==> config.mk <==
export PLATFORM = sky130hd
export DESIGN_NAME = wdt_top
export DESIGN_NICKNAME = d
export VERILOG_FILES = /design/src/wdt_rc_osc.v /design/src/wdt_postscaler.v /design/src/wdt_top.v
export VERILOG_INCLUDE_DIRS = /design/src /design/src/src
export SDC_FILE = /design/constraint.sdc
export NUM_CORES = 1
export LEC_CHECK = 0
export BUFFER_PORTS_ARGS = -buffer_cell sky130_fd_sc_hd__buf_2
export CAP_MARGIN = 20
export CORE_MARGIN = 2
export CORE_UTILIZATION = 53
export CTS_BUF_LIST = sky130_fd_sc_hd__clkbuf_8
export CTS_CLUSTER_SIZE = 12
export DETAILED_ROUTE_END_ITERATION = 8
export PLACE_DENSITY = 0.78
export SLEW_MARGIN = 25
export SYNTH_ARGS = -nofsm -noshare
export SYNTH_HDL_FRONTEND = slang
export SYNTH_HIERARCHICAL = 1
export SYNTH_SLANG_ARGS = --single-unit
==> constraint.sdc <==
create_clock -name aclk -period 2.9 [get_ports aclk]
set_input_delay 0 -clock aclk [delete_from_list [all_inputs] [get_ports aclk]]
set_output_delay 0 -clock aclk [all_outputs]
set_load 0.01 [all_outputs]
==> src/wdt_defines.vh <==
`ifndef WDT_DEFINES_VH
`define WDT_DEFINES_VH

// Clock and watchdog oscillator timing
`define CLK_PERIOD_NS       10
`define RC_OSC_PERIOD_NS    80
`define RC_OSC_DIV          ((`RC_OSC_PERIOD_NS + `CLK_PERIOD_NS - 1) / `CLK_PERIOD_NS)

// Register indices; byte address is four times the index
`define IDX_STATUS          14'h0003
`define IDX_IRQ_STAT        14'h0004
`define IDX_IRQ_MASK        14'h0005
`define IDX_OPTION          14'h0081
`define IDX_CONFIG          14'h2007

// Decoded register selects
`define SEL_NONE            3'h0
`define SEL_STATUS          3'h1
`define SEL_IRQ_STAT        3'h2
`define SEL_IRQ_MASK        3'h3
`define SEL_OPTION          3'h4
`define SEL_CONFIG          3'h5

// Option register fields
`define OPT_PSA_BIT         3
`define OPT_PS_HI           2
`define OPT_PS_LO           0
`define OPTION_RESET        8'hff

// Configuration word fields
`define CFG_WATCHDOG_ENABLE_FUSE_BIT        2
`define CONFIG_RESET        14'h3fff

// Status register fields
`define ST_PD_BIT           0
`define ST_TO_BIT           1
`define ST_SLEEP_BIT        2
`define ST_EN_BIT           3
`define FLAG_RESET          1'b1

// Interrupt status bits
`define IRQ_RESET_BIT       0
`define IRQ_WAKE_BIT        1

// Watchdog count
`define WDT_CNT_W           8
`define WDT_CNT_MAX         8'hff
`define WDT_CNT_ZERO        8'h00

// AXI responses
`define RESP_OKAY           2'h0
`define RESP_SLVERR         2'h2

`endif

==> src/wdt_rc_osc.v <==
`timescale 1ns/1ps
`default_nettype none

// Stand-in for the dedicated watchdog oscillator: a tick every DIV cycles.
// It is never gated by sleep, so the count keeps advancing while the core is halted.
module wdt_rc_osc #(
   parameter DIV = 8
) (
   input  wire       aclk,
   input  wire       aresetn,
   output reg        tick_q
);

   reg  [15:0]       div_q;
   localparam [31:0] DIV_M1   = DIV - 1;
   localparam [15:0] DIV_LAST = DIV_M1[15:0];

   // Free-running divider
   always @(posedge aclk) begin
      if (!aresetn) begin
         div_q  <= 16'h0000;
         tick_q <= 1'b0;
      end else if (div_q == DIV_LAST) begin
         div_q  <= 16'h0000;
         tick_q <= 1'b1;
      end else begin
         div_q  <= div_q + 16'h0001;
         tick_q <= 1'b0;
      end
   end

endmodule // wdt_rc_osc

`default_nettype wire

==> src/wdt_postscaler.v <==
`timescale 1ns/1ps
`default_nettype none

// Shared prescaler used as a divide-by-2^n postscaler on the watchdog
module wdt_postscaler #(
   parameter W = 8
) (
   input  wire         aclk,
   input  wire         aresetn,
   input  wire         clear,
   input  wire         step,
   input  wire [2:0]   ratio,
   output wire         wrap
);

   reg  [W-1:0]        cnt_q;
   wire [W-1:0]        mask;

   // Ratio n gives mask 2^n-1; n=0 wraps on every step
   function [W-1:0] ratio_mask;
      input [2:0] r;
      begin
         ratio_mask = ({{(W-1){1'b0}}, 1'b1} << r) - {{(W-1){1'b0}}, 1'b1};
      end
   endfunction

   assign mask = ratio_mask(ratio);
   assign wrap = step && ((cnt_q & mask) == mask);

   // Clear beats a step in the same cycle
   always @(posedge aclk) begin
      if (!aresetn) begin
         cnt_q <= {W{1'b0}};
      end else if (clear) begin
         cnt_q <= {W{1'b0}};
      end else if (wrap) begin
         cnt_q <= {W{1'b0}};
      end else if (step) begin
         cnt_q <= cnt_q + {{(W-1){1'b0}}, 1'b1};
      end
   end

endmodule // wdt_postscaler

`default_nettype wire

==> src/wdt_top.v <==
// Function
// Watchdog counts ticks of its own oscillator, unaffected by the halted main clock.
// Expiry while running sends a watchdog reset request to the core.
// Expiry while sleeping wakes the core instead of resetting it.
// Every expiry drives the time-out status flag low.
// Configuration word enable bit low holds the watchdog permanently inactive.
// Shared prescaler, when assigned by the option register, postscales watchdog expiry.
// Clear or sleep instruction resets count and assigned postscaler, preventing expiry.
// Clear instruction zeroes prescaler count, leaves the assignment bit unchanged; a clear zeroes the count only while the prescaler is assigned.
// Sleep loads count and prescaler with zero, sets time-out, clears power-down.
// After sleep the main oscillator stops while the watchdog oscillator runs on.
// Base period is a build parameter; ratio selects postscale 1:1 to 1:128.
// Core gives clear and sleep pulses; watchdog returns reset and wake pulses.
`timescale 1ns/1ps
`default_nettype none
`include "wdt_defines.vh"

module wdt_top #(
   parameter OSC_DIV = `RC_OSC_DIV,
   parameter [13:0] CONFIG_WORD = `CONFIG_RESET
) (
   input  wire         aclk,
   input  wire         aresetn,
   // AXI4-Lite write address
   input  wire [15:0]  s_axi_awaddr,
   input  wire         s_axi_awvalid,
   output reg          s_axi_awready,
   // AXI4-Lite write data
   input  wire [31:0]  s_axi_wdata,
   input  wire [3:0]   s_axi_wstrb,
   input  wire         s_axi_wvalid,
   output reg          s_axi_wready,
   // AXI4-Lite write response
   output reg  [1:0]   s_axi_bresp,
   output reg          s_axi_bvalid,
   input  wire         s_axi_bready,
   // AXI4-Lite read address
   input  wire [15:0]  s_axi_araddr,
   input  wire         s_axi_arvalid,
   output reg          s_axi_arready,
   // AXI4-Lite read data
   output reg  [31:0]  s_axi_rdata,
   output reg  [1:0]   s_axi_rresp,
   output reg          s_axi_rvalid,
   input  wire         s_axi_rready,
   // Core side
   input  wire         watchdog_clear_instr,
   input  wire         sleep_instr,
   output reg          reset_req_q,
   output reg          wake_req_q,
   output reg          sleeping_q,
   output reg          main_osc_en_q,
   output reg          timeout_status_flag,
   output reg          powerdown_status_flag,
   output reg          irq_q
);

   // Write channel holding state
   reg                 aw_full_q;
   reg                 w_full_q;
   reg  [13:0]         aw_idx_q;
   reg  [31:0]         wdata_q;
   reg  [3:0]          wstrb_q;

   // Registers
   reg  [7:0]          timer_option_control_q;
   reg  [13:0]         config_q;
   reg  [1:0]          irq_stat_q;
   reg  [1:0]          irq_mask_q;

   // Watchdog state
   reg  [`WDT_CNT_W-1:0] watchdog_timer_q;

   // Internal
   wire                osc_tick;
   wire                post_wrap;
   wire                watchdog_enable_fuse;
   wire                prescaler_assign_select;
   wire [2:0]          prescale_ratio_select;
   wire                base_wrap;
   wire                clear_evt;
   wire                expire;
   wire                expire_reset;
   wire                expire_wake;
   wire                do_write;
   wire [2:0]          wr_sel;
   wire [2:0]          rd_sel;
   wire                wr_lane0;
   wire [1:0]          wr_resp;
   wire [31:0]         status_word;
   wire [1:0]          irq_clr;
   wire [1:0]          irq_set;
   wire [1:0]          irq_stat_d;

   // Map a word index to a register select
   function [2:0] reg_decode;
      input [13:0] idx;
      begin
         case (idx)
            `IDX_STATUS:   reg_decode = `SEL_STATUS;
            `IDX_IRQ_STAT: reg_decode = `SEL_IRQ_STAT;
            `IDX_IRQ_MASK: reg_decode = `SEL_IRQ_MASK;
            `IDX_OPTION:   reg_decode = `SEL_OPTION;
            `IDX_CONFIG:   reg_decode = `SEL_CONFIG;
            default:       reg_decode = `SEL_NONE;
         endcase
      end
   endfunction

   // Dedicated watchdog oscillator, never stopped by sleep
   wdt_rc_osc #(
      .DIV     (OSC_DIV)
   ) u_osc (
      .aclk    (aclk),
      .aresetn (aresetn),
      .tick_q  (osc_tick)
   );

   // Option and configuration fields
   assign watchdog_enable_fuse    = config_q[`CFG_WATCHDOG_ENABLE_FUSE_BIT];
   assign prescaler_assign_select = timer_option_control_q[`OPT_PSA_BIT];
   assign prescale_ratio_select   = timer_option_control_q[`OPT_PS_HI:`OPT_PS_LO];

   // Base count wraps on the tick that leaves the top value
   assign base_wrap = watchdog_enable_fuse && osc_tick &&
                      (watchdog_timer_q == `WDT_CNT_MAX);
   assign clear_evt = watchdog_clear_instr || sleep_instr;

   // Postscaler steps on base wraps only while assigned to the watchdog
   wdt_postscaler #(
      .W       (8)
   ) u_post (
      .aclk    (aclk),
      .aresetn (aresetn),
      .clear   ((watchdog_clear_instr && prescaler_assign_select) || sleep_instr),
      .step    (base_wrap && prescaler_assign_select),
      .ratio   (prescale_ratio_select),
      .wrap    (post_wrap)
   );

   // A clear in the same cycle suppresses the expiry
   assign expire       = base_wrap && (prescaler_assign_select ? post_wrap : 1'b1) &&
                         !clear_evt;
   assign expire_reset = expire && !sleeping_q;
   assign expire_wake  = expire && sleeping_q;

   // Watchdog count, held at zero while the fuse is off
   always @(posedge aclk) begin
      if (!aresetn) begin
         watchdog_timer_q <= `WDT_CNT_ZERO;
      end else if (!watchdog_enable_fuse) begin
         watchdog_timer_q <= `WDT_CNT_ZERO;
      end else if (clear_evt) begin
         watchdog_timer_q <= `WDT_CNT_ZERO;
      end else if (osc_tick) begin
         watchdog_timer_q <= watchdog_timer_q + 8'h01;
      end
   end

   // Power states; the state register doubles as the sleeping output
   localparam [0:0] PWR_RUN   = 1'b0;
   localparam [0:0] PWR_SLEEP = 1'b1;

   // One-cycle request pulses back to the core
   always @(posedge aclk) begin
      if (!aresetn) begin
         reset_req_q <= 1'b0;
         wake_req_q  <= 1'b0;
      end else begin
         reset_req_q <= expire_reset;
         wake_req_q  <= expire_wake;
      end
   end

   // Run and sleep; only an expiry ends sleep, the watchdog keeps running
   always @(posedge aclk) begin
      if (!aresetn) begin
         sleeping_q    <= PWR_RUN;
         main_osc_en_q <= 1'b1;
      end else begin
         case (sleeping_q)
            PWR_RUN: begin
               if (sleep_instr) begin
                  sleeping_q    <= PWR_SLEEP;
                  main_osc_en_q <= 1'b0;
               end
            end
            PWR_SLEEP: begin
               if (expire) begin
                  sleeping_q    <= PWR_RUN;
                  main_osc_en_q <= 1'b1;
               end
            end
            default: begin
               sleeping_q    <= PWR_RUN;
               main_osc_en_q <= 1'b1;
            end
         endcase
      end
   end

   // Status flags; a sleep in the expiring cycle cancels that expiry
   always @(posedge aclk) begin
      if (!aresetn) begin
         timeout_status_flag   <= `FLAG_RESET;
         powerdown_status_flag <= `FLAG_RESET;
      end else if (sleep_instr && !sleeping_q) begin
         timeout_status_flag   <= 1'b1;
         powerdown_status_flag <= 1'b0;
      end else if (expire) begin
         timeout_status_flag <= 1'b0;
      end
   end

   // Configuration word is a fuse: loaded by reset, never written
   always @(posedge aclk) begin
      if (!aresetn) begin
         config_q <= CONFIG_WORD;
      end else begin
         config_q <= config_q;
      end
   end

   // Write address and data may arrive in either order
   assign do_write = aw_full_q && w_full_q && !s_axi_bvalid;
   assign wr_sel   = reg_decode(aw_idx_q);
   assign wr_lane0 = do_write && wstrb_q[0];
   assign wr_resp  = (wr_sel == `SEL_NONE) ? `RESP_SLVERR : `RESP_OKAY; // Unmapped: error, no effect

   always @(posedge aclk) begin
      if (!aresetn) begin
         aw_full_q     <= 1'b0;
         w_full_q      <= 1'b0;
         aw_idx_q      <= 14'h0000;
         wdata_q       <= 32'h00000000;
         wstrb_q       <= 4'h0;
         s_axi_awready <= 1'b1;
         s_axi_wready  <= 1'b1;
         s_axi_bvalid  <= 1'b0;
         s_axi_bresp   <= `RESP_OKAY;
      end else begin
         if (s_axi_awvalid && s_axi_awready) begin
            aw_full_q     <= 1'b1;
            aw_idx_q      <= s_axi_awaddr[15:2];
            s_axi_awready <= 1'b0;
         end
         if (s_axi_wvalid && s_axi_wready) begin
            w_full_q     <= 1'b1;
            wdata_q      <= s_axi_wdata;
            wstrb_q      <= s_axi_wstrb;
            s_axi_wready <= 1'b0;
         end
         if (do_write) begin
            aw_full_q    <= 1'b0;
            w_full_q     <= 1'b0;
            s_axi_bvalid <= 1'b1;
            s_axi_bresp  <= wr_resp;
         end
         if (s_axi_bvalid && s_axi_bready) begin
            s_axi_bvalid  <= 1'b0;
            s_axi_awready <= 1'b1;
            s_axi_wready  <= 1'b1;
         end
      end
   end

   // Option register; only lane 0 carries data, other lanes are dropped
   always @(posedge aclk) begin
      if (!aresetn) begin
         timer_option_control_q <= `OPTION_RESET;
      end else if (wr_lane0 && wr_sel == `SEL_OPTION) begin
         timer_option_control_q <= wdata_q[7:0];
      end
   end

   // Interrupt mask
   always @(posedge aclk) begin
      if (!aresetn) begin
         irq_mask_q <= 2'h0;
      end else if (wr_lane0 && wr_sel == `SEL_IRQ_MASK) begin
         irq_mask_q <= wdata_q[1:0];
      end
   end

   // Sticky interrupt status; a set in the clearing cycle survives
   assign irq_clr    = (wr_lane0 && wr_sel == `SEL_IRQ_STAT) ? wdata_q[1:0] : 2'h0;
   assign irq_set    = {expire_wake, expire_reset};
   assign irq_stat_d = (irq_stat_q & ~irq_clr) | irq_set;

   always @(posedge aclk) begin
      if (!aresetn) begin
         irq_stat_q <= 2'h0;
         irq_q      <= 1'b0;
      end else begin
         irq_stat_q <= irq_stat_d;
         irq_q      <= |(irq_stat_d & irq_mask_q);
      end
   end

   // Status word as software reads it; bit 3 shows the fuse
   assign status_word = {28'h0000000, watchdog_enable_fuse, sleeping_q,
                         timeout_status_flag, powerdown_status_flag};

   // Read channel: one read under way at a time
   assign rd_sel = reg_decode(s_axi_araddr[15:2]);

   always @(posedge aclk) begin
      if (!aresetn) begin
         s_axi_arready <= 1'b1;
         s_axi_rvalid  <= 1'b0;
         s_axi_rdata   <= 32'h00000000;
         s_axi_rresp   <= `RESP_OKAY;
      end else if (s_axi_arvalid && s_axi_arready) begin
         s_axi_arready <= 1'b0;
         s_axi_rvalid  <= 1'b1;
         s_axi_rresp   <= `RESP_OKAY;
         case (rd_sel)
            `SEL_STATUS: begin
               s_axi_rdata <= status_word;
            end
            `SEL_IRQ_STAT: begin
               s_axi_rdata <= {30'h00000000, irq_stat_q};
            end
            `SEL_IRQ_MASK: begin
               s_axi_rdata <= {30'h00000000, irq_mask_q};
            end
            `SEL_OPTION: begin
               s_axi_rdata <= {24'h000000, timer_option_control_q};
            end
            `SEL_CONFIG: begin
               s_axi_rdata <= {18'h00000, config_q};
            end
            default: begin
               s_axi_rdata <= 32'h00000000;
               s_axi_rresp <= `RESP_SLVERR;
            end
         endcase
      end else if (s_axi_rvalid && s_axi_rready) begin
         s_axi_rvalid  <= 1'b0;
         s_axi_arready <= 1'b1;
      end
   end

endmodule // wdt_top

`default_nettype wire

==> run summary <==
outcome: complete, no violations
critical path type: flop to flop
H-Tree Depth: 3
RSZ-0062 raised after global routing: false
first-pass GRT wire length: 15400 um
RR Startpoint: u_osc/tick_q
clk_lat worst skew: 0.37 ns
Final Max Tran Viols: 0
largest net degree at the start of global routing: 52
Sink Count: 92
r2r worst-path depth: 9
number of synthesized flops with an enable pin: 0
commonest cells after routing, fill and taps aside: dfxtp_1 (92), nand2_1 (81), buf_2 (73)
leakage: 2.05 nW
r2r setup slk: 0.35 ns
max cap viols: 0
CP startpoint kind: flop
TritonCTS clock tree: done
cell count after synthesis: 478
Initial Util: 54.6%
Max-slew headroom: 60.4%
GRT Total Usage: 22.2%
IO Pins: 125
FF-to-FF End: irq_q
Clock transition at path regs: 0.10 ns
Die X: 93.2 um
FF+latch area: 1840 sq um
Worst Hold Class: primary input to flop
max layer used: met4
Mapped Area: 4220 sq um
core area: 7730 sq um
Syn Area/Cell: 8.83 sq um
setup violators final: 0
DR iter-0 viols: 87
# DRC: 0
Period minus WS final: 2.55 ns
hpwl dp: 6050 um
clk buf depth: 2
Critical Path End Type: flop
CTS Buf Count: 9
fin crit share: 88.0%
Met2 Wirelength: 4710 um
Pwr Density: 481 nW/um^2
Main synth FF type: dfxtp_1
layout cell share with drive strength beyond 1: 18.0%
Antenna diodes: 0
final hold viol count: 0
worst slew pin tran: 0.588 ns
DR WL met3: 419 um
grt ovf: 0
drt first pass iters: 4
worst endpoint data arrival time: 2.86 ns
wire per inst: 13.5 um
fin nets: 654
number of port buffers: 73
vias per std cell: 5.22
min-delay src: s_axi_araddr[14]
Worst Hold Path EP: s_axi_rresp[1]
clk_skew: 0.0140 ns
register bit count reported by yosys: 92
Hold Path Stages: 3
Filler Cells Inserted: 617
clock root buffer: clkbuf_8
Die Span Y: 93.2 um
RePlAce Congestion: 0.838
row count: 32
M1 wire length: 3910 um
maximum vdd ir drop: 389 uV
synthesis-to-layout area growth: 19.9%
Design Area, Final: 5060 sq um
detailed-route via count: 3550
Setup TNS: 0 ns
Max Clock Freq: 392 MHz
Post-Route WL: 9180 um
critical path required time: 3.20 ns
number of global-route vias before repair: 3384
register area share after synthesis: 43.7%
total die area: 8690 sq um
ANT nets after route: 0
antenna violations before repair: 0
Netlist cell types: 58
synth warn: 6
placed cell area: 4550 sq um
Crit Path Max Fanout: 8
most common cell after layout, fill and taps aside: dfxtp_1
ys async rst share: 0%
multi-input logic area: 2170 sq um
## timing repair
| action | in CTS | in global routing |
|---|---|---|
| gates resized for setup | 0 | 0 |
| endpoints found under the hold margin | 34 | 0 |
| setup buffers | 0 | 0 |
| hold buffers | 31 | 0 |
## worst max-delay path by stage
stage	to	cells past startpoint	from	slack, ns
2_1_floorplan	irq_stat_q[0]	9	u_osc/tick_q	0.70
3_3_place_gp	irq_q	9	u_osc/tick_q	0.44
3_5_place_dp	irq_q	9	u_osc/tick_q	0.38
4_1_cts	irq_q	9	u_osc/tick_q	0.34
5_1_grt	irq_stat_q[1]	9	u_osc/tick_q	0.08
6_report	irq_q	9	u_osc/tick_q	0.35
## power by group
| group | internal [mW] | switching [mW] | leakage (nW) | total [mW] |
|---|---|---|---|---|
| clock network | 0.412 | 0.475 | 0.105 | 0.888 |
| logic | 0.0999 | 0.118 | 1.19 | 0.218 |
| registers | 1.30 | 0.0309 | 0.749 | 1.33 |
| total | 1.81 | 0.624 | 2.05 | 2.43 |
## stage by stage
stage	total power [mW]	setup slack (ns)	utilization [%]	hold slack, ns	std cells
floorplan	1.48	0.699	-	0.100	497
global placement	1.53	0.440	58.8	0.208	633
detailed placement	1.54	0.375	58.8	0.220	633
CTS	2.44	0.336	65.5	0.00392	680
global route	2.54	0.0791	65.5	0.0297	680
finish	2.43	0.348	65.5	0.0107	680
## worst max-delay path, stage by stage (launching register included)
cell and delay, ns:
dfxtp_1 0.45, and4_1 0.23, and3_1 0.21, and4_1 0.33, o2111ai_1 0.22, nor3_1 0.20, nor2b_1 0.08, nor3b_2 0.45
o2bb2ai_1 0.18, o31a_1 0.14
## per-layer routing
| layer | track usage (%) | up-vias |
|---|---|---|
| met2 | 38.2 | 77 |
| met3 | 7.17 | 14 |
| met4 | 5.88 | 0 |
| met5 | 0 | - |
| li1 | - | 1789 |
| met1 | 26.6 | 1670 |
## flip-flops by register name, indices dropped and copies added, names as in the netlist, 2 cells and up
name / count
s_axi_rdata: 9
irq_stat_q: 2
watchdog_timer_q: 8
timer_option_control_q: 8
aw_idx_q: 14
irq_mask_q: 2
u_post/cnt_q: 7
u_osc/div_q: 16
wdata_q: 8
## cells by family (layout without fill, tap and decap cells)
family          after synthesis  after routing  share of synthesized area, %
compound gates               72             72                          13.1
simple gates                217            217                          25.9
xor+xnor                     28             28                          5.81
buf+inv                      49            130                          6.61
fa+ha+maj                     4              4                          1.19
other cells                   1             20                        0.0889
flops                        92             92                          43.7
mux                          15             15                          3.65
## cell usage after synthesis (all sizes together) (3+ instances only)
cell type,count,area share (%)
a21boi,29,5.2
a21oi,7,0.83
a22oi,4,0.71
and2,5,0.74
and3,6,0.89
and4,3,0.62
buf,26,4.6
clkbuf,14,1.2
dfxtp,92,44
ha,4,1.2
inv,9,0.80
mux2,3,0.80
mux2i,12,2.8
nand2,81,7.2
nand2b,11,1.6
nand3,13,1.8
nand4,8,1.2
nor2,50,4.4
nor2b,6,0.89
nor3,7,0.83
nor3b,3,0.65
nor4,8,1.7
o21ai,14,1.7
or3,3,0.44
or4,6,1.3
xnor2,17,3.5
xor2,11,2.3
## layout make-up
type	count	area share (%)
well taps	102	2.52
clock inverters	7	1.56
inverters	9	0.668
repair buffers	105	13.5
clock buffers	9	2.45
flip-flops and latches	92	36.4
multi-input cells	356	42.9
(Power assumes the default switching activity.)
